==> config.mk <==
export PLATFORM = sky130hd
export DESIGN_NAME = adirq_dev_flat
export DESIGN_NICKNAME = d
export VERILOG_FILES = /design/src/inc/adirq_pkg.sv /design/src/inc/adirq_if.sv /design/src/design/adirq_dev.sv /design/src/flat_wrapper.sv
export VERILOG_INCLUDE_DIRS = /design/src /design/src/inc
export SDC_FILE = /design/constraint.sdc
export NUM_CORES = 1
export LEC_CHECK = 0
export ABC_AREA = 0
export BUFFER_PORTS_ARGS = -buffer_cell sky130_fd_sc_hd__buf_2
export CAP_MARGIN = 15
export CELL_PAD_IN_SITES_DETAIL_PLACEMENT = 0
export CELL_PAD_IN_SITES_GLOBAL_PLACEMENT = 1
export CORE_MARGIN = 2
export CORE_UTILIZATION = 35
export CTS_CLUSTER_DIAMETER = 150
export DETAILED_ROUTE_END_ITERATION = 12
export MAX_ROUTING_LAYER = met4
export PLACE_DENSITY_LB_ADDON = 0.05
export SETUP_SLACK_MARGIN = 0.5
export SLEW_MARGIN = 20
export SYNTH_ARGS = -nofsm -noshare
export SYNTH_HDL_FRONTEND = slang
export SYNTH_SLANG_ARGS = --single-unit
export TNS_END_PERCENT = 5
==> constraint.sdc <==
create_clock -name CORE_CLK_I -period 1.5 [get_ports CORE_CLK_I]
set_input_delay 0.15 -clock CORE_CLK_I [delete_from_list [all_inputs] [get_ports CORE_CLK_I]]
set_output_delay 0.15 -clock CORE_CLK_I [all_outputs]
set_load 0.02 [all_outputs]
==> src/inc/adirq_map.svh <==
// Functional notes
// - Enabled pending event drives interrupt line
// - Pending mirror shows every source
// - Mirror read clears nothing
// - Priority code reports highest-priority enabled pending source
// - Priority code read clears nothing
// - Controller acknowledges in originating block
// - Two global gate bytes enable sources
// - Fourteen sources implemented
// - Write one clears supply-low pending
// - Write one clears die-hot; flag live
// - Clear refused while condition present
// - New interrupt needs condition reappearing
// - Supply-low flag shows live condition
// - Cranking disables supply-low; with low power, enables precise threshold
// - Cranking wake-up sets supply-low bit
// - Line register read clears overheat pending
// - Measurement done from current or voltage
// - Lifetime overflow with enable raises source
// - Recalibration request raises source
// - Mirror bit one when pending
`ifndef ADIRQ_MAP_SVH
`define ADIRQ_MAP_SVH

// Die link register offsets
`define ADIRQ_OFS_PWR_STATUS   8'h02
`define ADIRQ_OFS_PEND_HI      8'h08
`define ADIRQ_OFS_PEND_LO      8'h09
`define ADIRQ_OFS_PRIO_CODE    8'h0A
`define ADIRQ_OFS_RESERVED     8'h0B
`define ADIRQ_OFS_GATE_HI      8'h0C
`define ADIRQ_OFS_GATE_LO      8'h0D
`define ADIRQ_OFS_LINE_DRV     8'h10

// Field positions
`define ADIRQ_BIT_SUPPLY_LOW   0
`define ADIRQ_BIT_DIE_HOT      1
`define ADIRQ_BIT_LINE_HOT     0
`define ADIRQ_NUM_SRC          14
`define ADIRQ_LO_MASK          8'h3F

// Reset values of the global gates
`define ADIRQ_RST_GATE_HI      8'hFF
`define ADIRQ_RST_GATE_LO      8'h3F

// Controller register byte offsets and bit positions on the Avalon side
`define ADIRQ_AV_ADDR          4'h0
`define ADIRQ_AV_WDATA         4'h4
`define ADIRQ_AV_CMD           4'h8
`define ADIRQ_AV_STATUS        4'hC
`define ADIRQ_CMD_GO           0
`define ADIRQ_CMD_WRITE        1
`define ADIRQ_ST_BUSY          0
`define ADIRQ_ST_IRQ           1

`endif

==> src/inc/adirq_pkg.sv <==
package adirq_pkg;

    typedef logic [7:0]  adirq_byte_t;
    typedef logic [15:0] adirq_src_t;

    // Controller sequencer, Gray coded
    typedef enum logic [1:0] {
        ADIRQ_IDLE = 2'b00,
        ADIRQ_WAIT = 2'b01
    } adirq_host_state_t;

endpackage

==> src/inc/adirq_if.sv <==
`timescale 1ns/1ns
`default_nettype none

interface adirq_if;
    import adirq_pkg::*;

    // Register access from the controller
    logic        link_req;
    logic        link_we;
    adirq_byte_t link_addr;
    adirq_byte_t link_wdata;
    // Answer from the analog die
    logic        link_ack;
    adirq_byte_t link_rdata;
    // Interrupt toward the controller
    logic        die_irq_line;

    modport dev_mp (
        input  link_req,
        input  link_we,
        input  link_addr,
        input  link_wdata,
        output link_ack,
        output link_rdata,
        output die_irq_line
    );

    modport host_mp (
        output link_req,
        output link_we,
        output link_addr,
        output link_wdata,
        input  link_ack,
        input  link_rdata,
        input  die_irq_line
    );
endinterface

`default_nettype wire

==> src/design/adirq_dev.sv <==
// The register addresses and register access over Avalon-MM are this design's own decisions.
`timescale 1ns/1ns
`default_nettype none
`include "adirq_map.svh"

module adirq_dev
    import adirq_pkg::*;
#(
    parameter int NUM_SRC = `ADIRQ_NUM_SRC
) (
    // Clock and reset
    input  wire logic       CORE_CLK_I,
    input  wire logic       RESET_I,
    // Die link
    adirq_if.dev_mp         LINK,
    // Power block conditions
    input  wire logic       SUPPLY_LOW_COND_I,
    input  wire logic       DIE_HOT_COND_I,
    input  wire logic       CRANKING_EN_I,
    input  wire logic       LOW_POWER_I,
    input  wire logic       CRANK_WAKE_I,
    // Line driver
    input  wire logic       LINE_DRV_HOT_COND_I,
    // Timer
    input  wire logic [3:0] TIMER_CHAN_I,
    input  wire logic       TIMER_WRAP_I,
    // Serial interface
    input  wire logic       SERIAL_ERR_I,
    input  wire logic       SERIAL_TX_I,
    input  wire logic       SERIAL_RX_I,
    // Acquisition
    input  wire logic       CURRENT_DONE_FLAG_I,
    input  wire logic       VOLTAGE_DONE_FLAG_I,
    input  wire logic       RECAL_REQ_I,
    // Lifetime counter
    input  wire logic       LIFETIME_OVF_I,
    input  wire logic       LIFETIME_IRQ_EN_I,
    // Power block control
    output var  logic       HP_LV_THRESH_EN_O
);

    // Lowest index wins; code is index plus one, zero when idle
    function automatic logic [3:0] prio_code(input adirq_src_t v);
        logic [3:0] code;
        code = 4'h0;
        for (int i = NUM_SRC - 1; i >= 0; i--) begin
            if (v[i]) begin
                code = 4'(i + 1);
            end
        end
        return code;
    endfunction

    // Address match on a link request
    function automatic logic hit(input adirq_byte_t a, input adirq_byte_t ofs);
        return a == ofs;
    endfunction

    // Registers
    logic [2:0]  cond_prev_ff;
    logic [2:0]  sticky_ff;
    adirq_byte_t gate_hi_ff;
    adirq_byte_t gate_lo_ff;
    adirq_src_t  pend_ff;
    logic [3:0]  code_ff;
    logic        irq_ff;
    logic        ack_ff;
    adirq_byte_t rdata_ff;
    logic        hp_thresh_ff;

    // Next values
    logic [2:0]  nxt_cond_prev;
    logic [2:0]  nxt_sticky;
    adirq_src_t  nxt_pend;
    logic [3:0]  nxt_code;
    logic        nxt_irq;
    adirq_byte_t nxt_rdata;

    // Link decode
    wire         link_wr     = LINK.link_req & LINK.link_we;
    wire         link_rd     = LINK.link_req & ~LINK.link_we;
    wire         wr_pwr      = link_wr & hit(LINK.link_addr, `ADIRQ_OFS_PWR_STATUS);
    wire         wr_gate_hi  = link_wr & hit(LINK.link_addr, `ADIRQ_OFS_GATE_HI);
    wire         wr_gate_lo  = link_wr & hit(LINK.link_addr, `ADIRQ_OFS_GATE_LO);
    wire         rd_line     = link_rd & hit(LINK.link_addr, `ADIRQ_OFS_LINE_DRV);

    // Conditions of the three latched sources
    wire  [2:0]  cond        = {LINE_DRV_HOT_COND_I, DIE_HOT_COND_I, SUPPLY_LOW_COND_I};
    wire  [2:0]  cond_rise   = cond & ~cond_prev_ff;

    // Set terms; supply low suppressed in cranking mode
    wire  [2:0]  sticky_set;
    assign sticky_set[0] = (cond_rise[0] & ~CRANKING_EN_I) | CRANK_WAKE_I;
    assign sticky_set[1] = cond_rise[1];
    assign sticky_set[2] = cond_rise[2];

    // Clear terms from the controller acknowledge
    wire  [2:0]  sticky_clr;
    assign sticky_clr[0] = wr_pwr & LINK.link_wdata[`ADIRQ_BIT_SUPPLY_LOW];
    assign sticky_clr[1] = wr_pwr & LINK.link_wdata[`ADIRQ_BIT_DIE_HOT];
    assign sticky_clr[2] = rd_line;

    // Latched sources: set wins, clear refused while condition holds
    genvar g;
    generate
        for (g = 0; g < 3; g++) begin : g_sticky
            assign nxt_sticky[g] = sticky_set[g] |
                                   (sticky_ff[g] & ~(sticky_clr[g] & ~cond[g]));
        end
    endgenerate
    assign nxt_cond_prev = cond;

    // Source vector in mirror order
    wire         meas_done   = CURRENT_DONE_FLAG_I | VOLTAGE_DONE_FLAG_I;
    wire         life_ovf    = LIFETIME_OVF_I & LIFETIME_IRQ_EN_I;
    assign nxt_pend = {2'b00, RECAL_REQ_I, life_ovf, meas_done,
                       SERIAL_RX_I, SERIAL_TX_I, SERIAL_ERR_I,
                       TIMER_WRAP_I, TIMER_CHAN_I, sticky_ff};

    // Global gating of the sources
    wire  adirq_src_t gate_vec = {gate_lo_ff, gate_hi_ff};
    wire  adirq_src_t gated    = nxt_pend & gate_vec;
    assign nxt_irq  = |gated;
    assign nxt_code = prio_code(gated);

    // Power status shows live conditions only
    wire  adirq_byte_t pwr_rd  = {6'h00, DIE_HOT_COND_I, SUPPLY_LOW_COND_I};
    wire  adirq_byte_t line_rd = {7'h00, LINE_DRV_HOT_COND_I};

    // Read selection; mirror and code reads have no side effect
    assign nxt_rdata =
        hit(LINK.link_addr, `ADIRQ_OFS_PEND_HI)    ? pend_ff[7:0] :
        hit(LINK.link_addr, `ADIRQ_OFS_PEND_LO)    ? pend_ff[15:8] :
        hit(LINK.link_addr, `ADIRQ_OFS_PRIO_CODE)  ? {4'h0, code_ff} :
        hit(LINK.link_addr, `ADIRQ_OFS_GATE_HI)    ? gate_hi_ff :
        hit(LINK.link_addr, `ADIRQ_OFS_GATE_LO)    ? gate_lo_ff :
        hit(LINK.link_addr, `ADIRQ_OFS_PWR_STATUS) ? pwr_rd :
        hit(LINK.link_addr, `ADIRQ_OFS_LINE_DRV)   ? line_rd : 8'h00;

    // Latched sources and edge history
    always_ff @(posedge CORE_CLK_I) begin
        if (RESET_I) begin
            cond_prev_ff <= 3'b000;
            sticky_ff    <= 3'b000;
        end else begin
            cond_prev_ff <= nxt_cond_prev;
            sticky_ff    <= nxt_sticky;
        end
    end

    // Global gate registers
    always_ff @(posedge CORE_CLK_I) begin
        if (RESET_I) begin
            gate_hi_ff <= `ADIRQ_RST_GATE_HI;
            gate_lo_ff <= `ADIRQ_RST_GATE_LO;
        end else begin
            if (wr_gate_hi) begin
                gate_hi_ff <= LINK.link_wdata;
            end
            if (wr_gate_lo) begin
                gate_lo_ff <= LINK.link_wdata & `ADIRQ_LO_MASK;
            end
        end
    end

    // Mirror, priority code and interrupt line
    always_ff @(posedge CORE_CLK_I) begin
        if (RESET_I) begin
            pend_ff <= 16'h0000;
            code_ff <= 4'h0;
            irq_ff  <= 1'b0;
        end else begin
            pend_ff <= nxt_pend;
            code_ff <= nxt_code;
            irq_ff  <= nxt_irq;
        end
    end

    // Link answer one cycle after each request
    always_ff @(posedge CORE_CLK_I) begin
        if (RESET_I) begin
            ack_ff   <= 1'b0;
            rdata_ff <= 8'h00;
        end else begin
            ack_ff <= LINK.link_req;
            if (link_rd) begin
                rdata_ff <= nxt_rdata;
            end
        end
    end

    // Precise low-voltage threshold in cranking low-power mode
    always_ff @(posedge CORE_CLK_I) begin
        if (RESET_I) begin
            hp_thresh_ff <= 1'b0;
        end else begin
            hp_thresh_ff <= CRANKING_EN_I & LOW_POWER_I;
        end
    end

    // Outputs straight from flip-flops
    assign LINK.link_ack     = ack_ff;
    assign LINK.link_rdata   = rdata_ff;
    assign LINK.die_irq_line = irq_ff;
    assign HP_LV_THRESH_EN_O = hp_thresh_ff;

endmodule

`default_nettype wire

==> src/flat_wrapper.sv <==
// flat-port wrapper written by rule: the top's interface ports become plain ports
module adirq_dev_flat import adirq_pkg::*;
#(
    parameter int NUM_SRC = `ADIRQ_NUM_SRC
)
  (CORE_CLK_I, RESET_I, SUPPLY_LOW_COND_I, DIE_HOT_COND_I, CRANKING_EN_I, LOW_POWER_I, CRANK_WAKE_I, LINE_DRV_HOT_COND_I, TIMER_CHAN_I, TIMER_WRAP_I, SERIAL_ERR_I, SERIAL_TX_I, SERIAL_RX_I, CURRENT_DONE_FLAG_I, VOLTAGE_DONE_FLAG_I, RECAL_REQ_I, LIFETIME_OVF_I, LIFETIME_IRQ_EN_I, HP_LV_THRESH_EN_O, LINK_link_req, LINK_link_we, LINK_link_addr, LINK_link_wdata, LINK_link_ack, LINK_link_rdata, LINK_die_irq_line);
  adirq_if LINK_i ();
  input  wire logic CORE_CLK_I;
  input  wire logic RESET_I;
  input  wire logic SUPPLY_LOW_COND_I;
  input  wire logic DIE_HOT_COND_I;
  input  wire logic CRANKING_EN_I;
  input  wire logic LOW_POWER_I;
  input  wire logic CRANK_WAKE_I;
  input  wire logic LINE_DRV_HOT_COND_I;
  input  wire logic [3:0] TIMER_CHAN_I;
  input  wire logic TIMER_WRAP_I;
  input  wire logic SERIAL_ERR_I;
  input  wire logic SERIAL_TX_I;
  input  wire logic SERIAL_RX_I;
  input  wire logic CURRENT_DONE_FLAG_I;
  input  wire logic VOLTAGE_DONE_FLAG_I;
  input  wire logic RECAL_REQ_I;
  input  wire logic LIFETIME_OVF_I;
  input  wire logic LIFETIME_IRQ_EN_I;
  output var  logic HP_LV_THRESH_EN_O;
  input wire logic [$bits(LINK_i.link_req)-1:0] LINK_link_req;
  input wire logic [$bits(LINK_i.link_we)-1:0] LINK_link_we;
  input wire logic [$bits(LINK_i.link_addr)-1:0] LINK_link_addr;
  input wire logic [$bits(LINK_i.link_wdata)-1:0] LINK_link_wdata;
  output wire logic [$bits(LINK_i.link_ack)-1:0] LINK_link_ack;
  output wire logic [$bits(LINK_i.link_rdata)-1:0] LINK_link_rdata;
  output wire logic [$bits(LINK_i.die_irq_line)-1:0] LINK_die_irq_line;
  assign LINK_i.link_req = LINK_link_req;
  assign LINK_i.link_we = LINK_link_we;
  assign LINK_i.link_addr = LINK_link_addr;
  assign LINK_i.link_wdata = LINK_link_wdata;
  assign LINK_link_ack = LINK_i.link_ack;
  assign LINK_link_rdata = LINK_i.link_rdata;
  assign LINK_die_irq_line = LINK_i.die_irq_line;
  adirq_dev #(.NUM_SRC(NUM_SRC)) u_core (.CORE_CLK_I(CORE_CLK_I), .RESET_I(RESET_I), .LINK(LINK_i), .SUPPLY_LOW_COND_I(SUPPLY_LOW_COND_I), .DIE_HOT_COND_I(DIE_HOT_COND_I), .CRANKING_EN_I(CRANKING_EN_I), .LOW_POWER_I(LOW_POWER_I), .CRANK_WAKE_I(CRANK_WAKE_I), .LINE_DRV_HOT_COND_I(LINE_DRV_HOT_COND_I), .TIMER_CHAN_I(TIMER_CHAN_I), .TIMER_WRAP_I(TIMER_WRAP_I), .SERIAL_ERR_I(SERIAL_ERR_I), .SERIAL_TX_I(SERIAL_TX_I), .SERIAL_RX_I(SERIAL_RX_I), .CURRENT_DONE_FLAG_I(CURRENT_DONE_FLAG_I), .VOLTAGE_DONE_FLAG_I(VOLTAGE_DONE_FLAG_I), .RECAL_REQ_I(RECAL_REQ_I), .LIFETIME_OVF_I(LIFETIME_OVF_I), .LIFETIME_IRQ_EN_I(LIFETIME_IRQ_EN_I), .HP_LV_THRESH_EN_O(HP_LV_THRESH_EN_O));
endmodule
==> impl_summary.txt, run 1 <==
----------------------------------------------------
[Logic synthesis]
  Post-synth top area share ... roughly 43%
  Synthesized netlist net count ... between 300 and 400
  Fraction of synthesis flops using an asynchronous set or reset pin ... 0%
  Synth Area in Compound Gates ... ~17%
  Number of storage elements in the synthesis netlist ... between 40 and 50
  Post-Synth XOR/XNOR Area ... 0%
  Portion of the post-synthesis area used by sequential elements ... between 40% and 50%
  Largest area contributor in the synthesized netlist ... dfxtp_1
  Post-synthesis area per instance ... approximately 8.6 um^2
  Fraction of the mapped netlist area in simple logic gates ... 30.1%
  Leading cell types by total area after synthesis ... dfxtp_1, a21oi_1, nor2b_1
  Most used standard cell by instance count after synthesis ... dfxtp_1
  Number of enable-type register cells in the synthesized netlist ... 0
  Post-synthesis instance area ... approximately 2300 um^2
  Commonest cells post-synth ... dfxtp_1, a21oi_1, nand2_1
  Number of distinct library cells after synthesis ... 43
  Dominant combinational cell family by area after synthesis ... simple AND/OR/NAND/NOR gates
  Cell count after synthesis ... roughly 270
  Mux share of post-synthesis cell area ... between 4 and 5%
  Adder-cell area share of the yosys netlist ... 0%
  Count of yosys warnings during synthesis ... 0
  Top_reg_cell synth ... dfxtp_1

[Min path]
  Path class of the lowest-slack min-delay path ... input pin to flop
  Startpoint of the lowest-slack hold path ... LOW_POWER_I

[Setup path]
  CP endpoint kind ... flop
  Crit path buffers/inverters ... 2
  Crit path from ... LINK_link_addr[1]
  Worst EP arrival ... 1.54 ns
  Largest stage delay on the critical path ... roughly 0.55 ns
  Cell-by-cell listing of the critical path ... buf_2, or3b_4, buf_4, or4_4, a21oi_1
  Startpoint-to-endpoint class of the critical path ... input pin to flop
  Startpoint kind of the worst setup timing path ... input pin
  Crit-path max FO ... 6
  Required time of the critical path ... about 1.7 ns
  Source of the worst register-to-register timing path ... u_core.gate_lo_ff[3]
  Delay-heaviest family, CP ... simple AND/OR/NAND/NOR gates
  Max stage delay cell, worst path ... or4_4

[Timing]
  RSZ-0062 raised after global routing ... true
  Max-Slew Margin vs Limit ... around three quarters
  Worst-case setup margin in the final layout ... ~0.19 ns
  Slew at the pin closest to its max-slew limit ... ~0.36 ns
  Part of the cycle the worst path needs ... 87.2%
  Number of hold violations in the final report ... 0
  Worst Clk Skew ... 0.00435 ns
  Final period demand of the worst path ... 1.31 ns
  Upper clock frequency limit ... 764 MHz
  Worst-case hold slack ... between 0.06 and 0.07 ns
  Final number of max-transition violations ... 0
  Final setup vio count ... 0
  Sum of negative setup slack ... 0 ns

[Power]
  Power Density ... approximately 840 nW/um^2
  Reported leakage power ... 1.17 nW
  Worst voltage drop across the vdd grid ... slightly below 0.5 mV

[Floorplanning]
  Standard-cell row count ... 29
  DIE AREA ... slightly above 7000 um^2
  Initial Util ... a little over a third
  Die X-Extent ... about 85 um
  Die Y ... roughly 85 um
  Core Region ... 6310 um^2
  Number of top-level design ports ... 50

[GRT]
  GRT Overall Usage ... around 20%
  Initial antenna violation count ... 0
  Total gr overflow ... 0
  Vias in the first global route ... around 2000
  Global-route wire length before repair ... ~11 mm
  Largest net degree at the start of global routing ... 25

[Place]
  Placement-stage worst setup slack ... -0.131 ns
  Number of buffers added on ports ... a little under 50
  Weighted congestion reported at the end of routability-driven placement ... approximately 0.86
  Detailed Place HPWL ... ~4.8 mm
  Placed insts ... 395

[Layout]
  Diode insertion count for antenna repair ... 0
  Synthesis-to-layout area growth ... 29.2%
  Share of cells above drive strength 1 ... 33.4%
  Final cell count without fillers ... 409
  Post-layout net count ... 370

[Clock tree]
  Clock tree root driver cell ... clkbuf_8
  Number of sinks driven by the clock tree ... 49
  Depth of the CTS H-tree ... 2
  Clock slew at the register clock pins of the worst setup and hold paths ... around 0.09 ns
  Total clock buffers created by CTS ... 5
  TritonCTS clock tree ... built
  Source-to-sink clock delay at the later pin of the worst-skew pair ... around 0.30 ns
  Post-CTS Hold Buffers ... 0
  Bufs on Longest Clock Path ... 2

[Routing]
  Vias per cell ... about 5.2
  First DRT Iteration DRCs ... 111
  Count of TritonRoute iterations in the first routing pass ... 4
  Post-detailed-routing wire length ... 6.65 mm
  Remaining number of nets flagged by the antenna check after routing ... 0
  DRC Markers ... 0
  Vias post-DR ... between 2000 and 2500
  Final routed wire length divided by cell count ... ~16 um

[Status]
  Status ... complete, no violations

[Job]
  Max-cap violations ... 0

----------------------------------------------------
-- flip-flops by register name (all words and copies together) (netlist names) --
name,cells
u_core.pend_ff,14
u_core.LINK.link_rdata,8
u_core.gate_hi_ff,8
u_core.gate_lo_ff,6
u_core.code_ff,4
u_core.cond_prev_ff,3
u_core.sticky_ff,3
u_core.HP_LV_THRESH_EN_O,1
u_core.LINK.die_irq_line,1
u_core.LINK.link_ack,1
-- path summary, 6_finish.rpt --
| kind | slack, ns | cells past startpoint | end |
|---|---|---|---|
| worst min-delay path | 0.06 | 3 | u_core.HP_LV_THRESH_EN_O |
| worst max-delay path | 0.19 | 5 | u_core.gate_lo_ff[4] |
| worst max register to register | 0.30 | 4 | u_core.code_ff[3] |
| worst min register to register | 0.45 | 2 | u_core.LINK.link_rdata[7] |
-- layer usage --
layer	global-route usage (%)	share of wire, %	wire [um]	up-vias
met5	-	0	0	-
met4	4.33	0.84	56	0
met3	4.03	4.0	264	5
met2	29.8	46	3090	45
met1	26.7	49	3240	992
li1	-	-	-	1074
-- tightest hold or removal path, cell delays in order --
cell	delay (ns)
buf_2	0.09
nand2_1	0.05
nor2_1	0.03
-- cell usage in the layout, fill, tap and decap left out, types with 2 or more instances in the layout --
cell type and n:
buf_2 49, dfxtp_1 49, nand2_1 27, nor2_1 25, a21oi_1 25, buf_4 22, nor2b_1 21, nand3_1 10
nor3_2 9, nor3_1 6, o21ai_0 6, nand2b_1 5, clkbuf_8 5, nor3_4 4, a21oi_2 4, nand3b_1 4
inv_1 4, a22oi_1 4, o31ai_1 3, mux2_2 3, a31oi_1 3, nor4_1 3, mux2i_1 3, or4_4 2
a32oi_1 2, a221oi_1 2, o22ai_1 2, mux4_2 2, o2111ai_1 2, nor3b_1 2, o2bb2ai_1 2, clkinv_2 2
buf_6 2
-- cell type report --
| type | count | area (um^2) |
|---|---|---|
| Clock inverter | 2 | 10.0 |
| Inverter | 4 | 15.0 |
| Timing Repair Buffer | 75 | 478 |
| Multi-Input combinational cell | 196 | 1280 |
| Tap cell | 77 | 96.3 |
| Clock buffer | 6 | 72.6 |
| Fill cell | 657 | 3380 |
| Sequential cell | 49 | 981 |
-- kinds of logic (layout without fill, tap and decap cells) --
logic type,after synthesis,in the layout
compound gates,61,61
buf+inv,21,87
flops,49,49
mux,8,8
simple gates,126,127
-- repair_timing --
action                                  4_1_cts  5_1_grt
cloned                                        1        1
setup buffers                                 0        4
pin swaps                                     1        4
endpoints found under the setup margin       29       30
gates resized for setup                       4       19
-- stage by stage --
| stage | util (%) | total power [W] | instance area, um^2 |
|---|---|---|---|
| after floorplan | - | 0.00157 | 2270 |
| after global placement | 42.4 | 0.00172 | 2680 |
| after detailed placement | 42.4 | 0.00172 | 2680 |
| after CTS | 44.1 | 0.00249 | 2790 |
| after global routing | 46.5 | 0.00260 | 2930 |
| final | 46.5 | 0.00247 | 2930 |
-- power by group --
group / switching (W) / internal (W)
registers: 0.0000180 / 0.00134
logic: 0.000191 / 0.000152
clock network: 0.000445 / 0.000325
No activity file was read; power rests on OpenSTA's default activity.
==> run 2: changes to the inputs <==
==> constraint.sdc (replaced) <==
create_clock -name CORE_CLK_I -period 1.5 [get_ports CORE_CLK_I]
set_input_delay 0.225 -clock CORE_CLK_I [delete_from_list [all_inputs] [get_ports CORE_CLK_I]]
set_output_delay 0.225 -clock CORE_CLK_I [all_outputs]
set_load 0.02 [all_outputs]
==> run 2 against run 1 <==
Core utilization shrank 0.54 points. Global-route usage grew 0.30 points. First-iteration DRC count grew 32%. Wire length is essentially flat. Via count grew 0.43%. Critical endpoint is now u_core.gate_hi_ff[6].
==> impl_summary.txt, run 2 (synthesis gave the netlist of run 1 again) <==
----------------------------------------------------
[Job]
  Max-cap violations ... 0

[Timing]
  Part of the cycle the worst path needs ... between 90 and 100%
  Number of hold violations in the final report ... 0
  Max-Slew Margin vs Limit ... a little under three quarters
  Worst-case setup margin in the final layout ... ~0.14 ns
  Upper clock frequency limit ... 737 MHz
  Final number of max-transition violations ... 0
  Slew at the pin closest to its max-slew limit ... approximately 0.43 ns
  Final setup vio count ... 0
  Worst Clk Skew ... around 0.014 ns
  RSZ-0062 raised after global routing ... true
  Final period demand of the worst path ... around 1.4 ns

[GRT]
  Largest net degree at the start of global routing ... between 40 and 50
  Total gr overflow ... 0
  Vias in the first global route ... 2108
  GRT Overall Usage ... between 15 and 20%
  Global-route wire length before repair ... 10.8 mm
  Initial antenna violation count ... 0

[Clock tree]
  Clock slew at the register clock pins of the worst setup and hold paths ... ~0.090 ns
  Number of sinks driven by the clock tree ... roughly 50
  Total clock buffers created by CTS ... 5
  Source-to-sink clock delay at the later pin of the worst-skew pair ... ~0.31 ns
  TritonCTS clock tree ... built
  Bufs on Longest Clock Path ... 2
  Depth of the CTS H-tree ... 2
  Clock tree root driver cell ... clkbuf_8
  Post-CTS Hold Buffers ... 0

[Floorplanning]
  Die X-Extent ... between 80 and 90 um
  Standard-cell row count ... 29
  Die Y ... around 85 um
  DIE AREA ... a little over 7000 um^2
  Initial Util ... between 30% and 40%
  Number of top-level design ports ... 50
  Core Region ... about 6300 um^2

[Routing]
  Count of TritonRoute iterations in the first routing pass ... 4
  Remaining number of nets flagged by the antenna check after routing ... 0
  Vias post-DR ... between 2000 and 2500
  First DRT Iteration DRCs ... 147
  Final routed wire length divided by cell count ... roughly 16 um
  Vias per cell ... around 5.2
  Post-detailed-routing wire length ... approximately 6.6 mm
  DRC Markers ... 0

[Setup path]
  Delay-heaviest family, CP ... simple AND/OR/NAND/NOR gates
  Crit-path max FO ... 8
  Max stage delay cell, worst path ... or3b_4
  Required time of the critical path ... around 1.7 ns
  Largest stage delay on the critical path ... 0.42 ns
  Worst EP arrival ... roughly 1.6 ns
  Cell-by-cell listing of the critical path ... buf_2, or3b_4, buf_4, nor4_4, buf_4, buf_12, nor3_1, a21oi_1
  Startpoint-to-endpoint class of the critical path ... input pin to flop
  Startpoint kind of the worst setup timing path ... input pin
  CP dominant cell by count ... buf_4
  Crit path buffers/inverters ... 4
  CP endpoint kind ... flop

[Power]
  Power Density ... about 930 nW/um^2
  Reported leakage power ... roughly 1.2 nW
  Worst voltage drop across the vdd grid ... ~0.5 mV

[Layout]
  Fin area ... slightly below 3000 um^2
  Final core area utilization ... between 40% and 50%
  Post-layout net count ... between 300 and 400
  Largest register by flop count ... u_core.pend_ff
  Diode insertion count for antenna repair ... 0
  Share of cells above drive strength 1 ... a little under 30%
  Largest register FFs ... 14
  Commonest cells after routing, fill and taps aside ... dfxtp_1, buf_2, a21oi_1, nand2_1, nor2_1
  Most common cell after layout, fill and taps aside ... dfxtp_1
  Synthesis-to-layout area growth ... 27.7%

[Status]
  Status ... complete, no violations

[Place]
  Detailed Place HPWL ... roughly 4.8 mm
  Weighted congestion reported at the end of routability-driven placement ... 0.886
  Number of buffers added on ports ... 49
  Placement-stage worst setup slack ... -0.210 ns
  Standard cell area after detailed placement ... ~2700 um^2

[Min path]
  Path class of the lowest-slack min-delay path ... input pin to flop

----------------------------------------------------
## run 2: changes by cell type in the layout (fill, tap and decap cells not counted), moves of 2 or more
cell,change
a21oi_2,-4
clkinv_2,-2
a21oi_1,+4
buf_2,-2
nor3_4,-4
nor3_2,-3
buf_4,-3
nor3_1,+7
## run 2: worst paths after layout
path / start / cells past startpoint / end / slack (ns)
worst max register to register: u_core.gate_lo_ff[2] / 4 / u_core.code_ff[1] / 0.31
worst max-delay path: LINK_link_addr[4] / 8 / u_core.gate_hi_ff[6] / 0.14
worst min-delay path: LOW_POWER_I / 3 / u_core.HP_LV_THRESH_EN_O / 0.14
worst min register to register: u_core.LINK.link_rdata[7] / 2 / u_core.LINK.link_rdata[7] / 0.45
## run 2: final cells by class
type,count,area [um^2]
clock buffer,7,86.3
clock inverter,1,30.0
fill,656,3410
inverter,4,15.0
multi-input combinational,196,1210
sequential,49,981
tap,77,96.3
timing repair buffer,72,477
## run 2: power breakdown
part	total, W	internal (W)	switching, W	leakage (nW)
clock network	0.000995	0.000545	0.000450	0.0585
logic	0.000342	0.000155	0.000187	0.708
registers	0.00136	0.00134	0.0000185	0.402
total	0.00270	0.00204	0.000655	1.17
## run 2: stage by stage
step | hold slack (ns) | TNS, ns | instances | total power, W
floorplan | 0.339 | -0.655 | 265 | 0.00157
global placement | 0.438 | -2.21 | 394 | 0.00172
detailed placement | 0.444 | -2.47 | 394 | 0.00172
CTS | 0.131 | 0 | 403 | 0.00273
global route | 0.152 | 0 | 406 | 0.00283
finish | 0.142 | 0 | 406 | 0.00270
## run 2: tightest hold or removal path, cell delays in order
cell and delay, ns:
buf_2 0.07, nand2_1 0.04, nor2_1 0.06
## run 2: layer usage
layer | part of all wire [%] | global-route usage, % | vias up | routed length, um
li1 | - | - | 1073 | -
met5 | 0 | - | - | 0
met1 | 48 | 26.8 | 984 | 3180
met2 | 45 | 30.3 | 58 | 3010
met4 | 1.4 | 4.91 | 0 | 90
met3 | 5.5 | 4.03 | 10 | 365
## run 2: timing repair
action | CTS | global route
gates resized for setup | 4 | 6
cloned | 1 | 1
setup buffers | 0 | 2
pin swaps | 1 | 5
endpoints found under the setup margin | 40 | 41
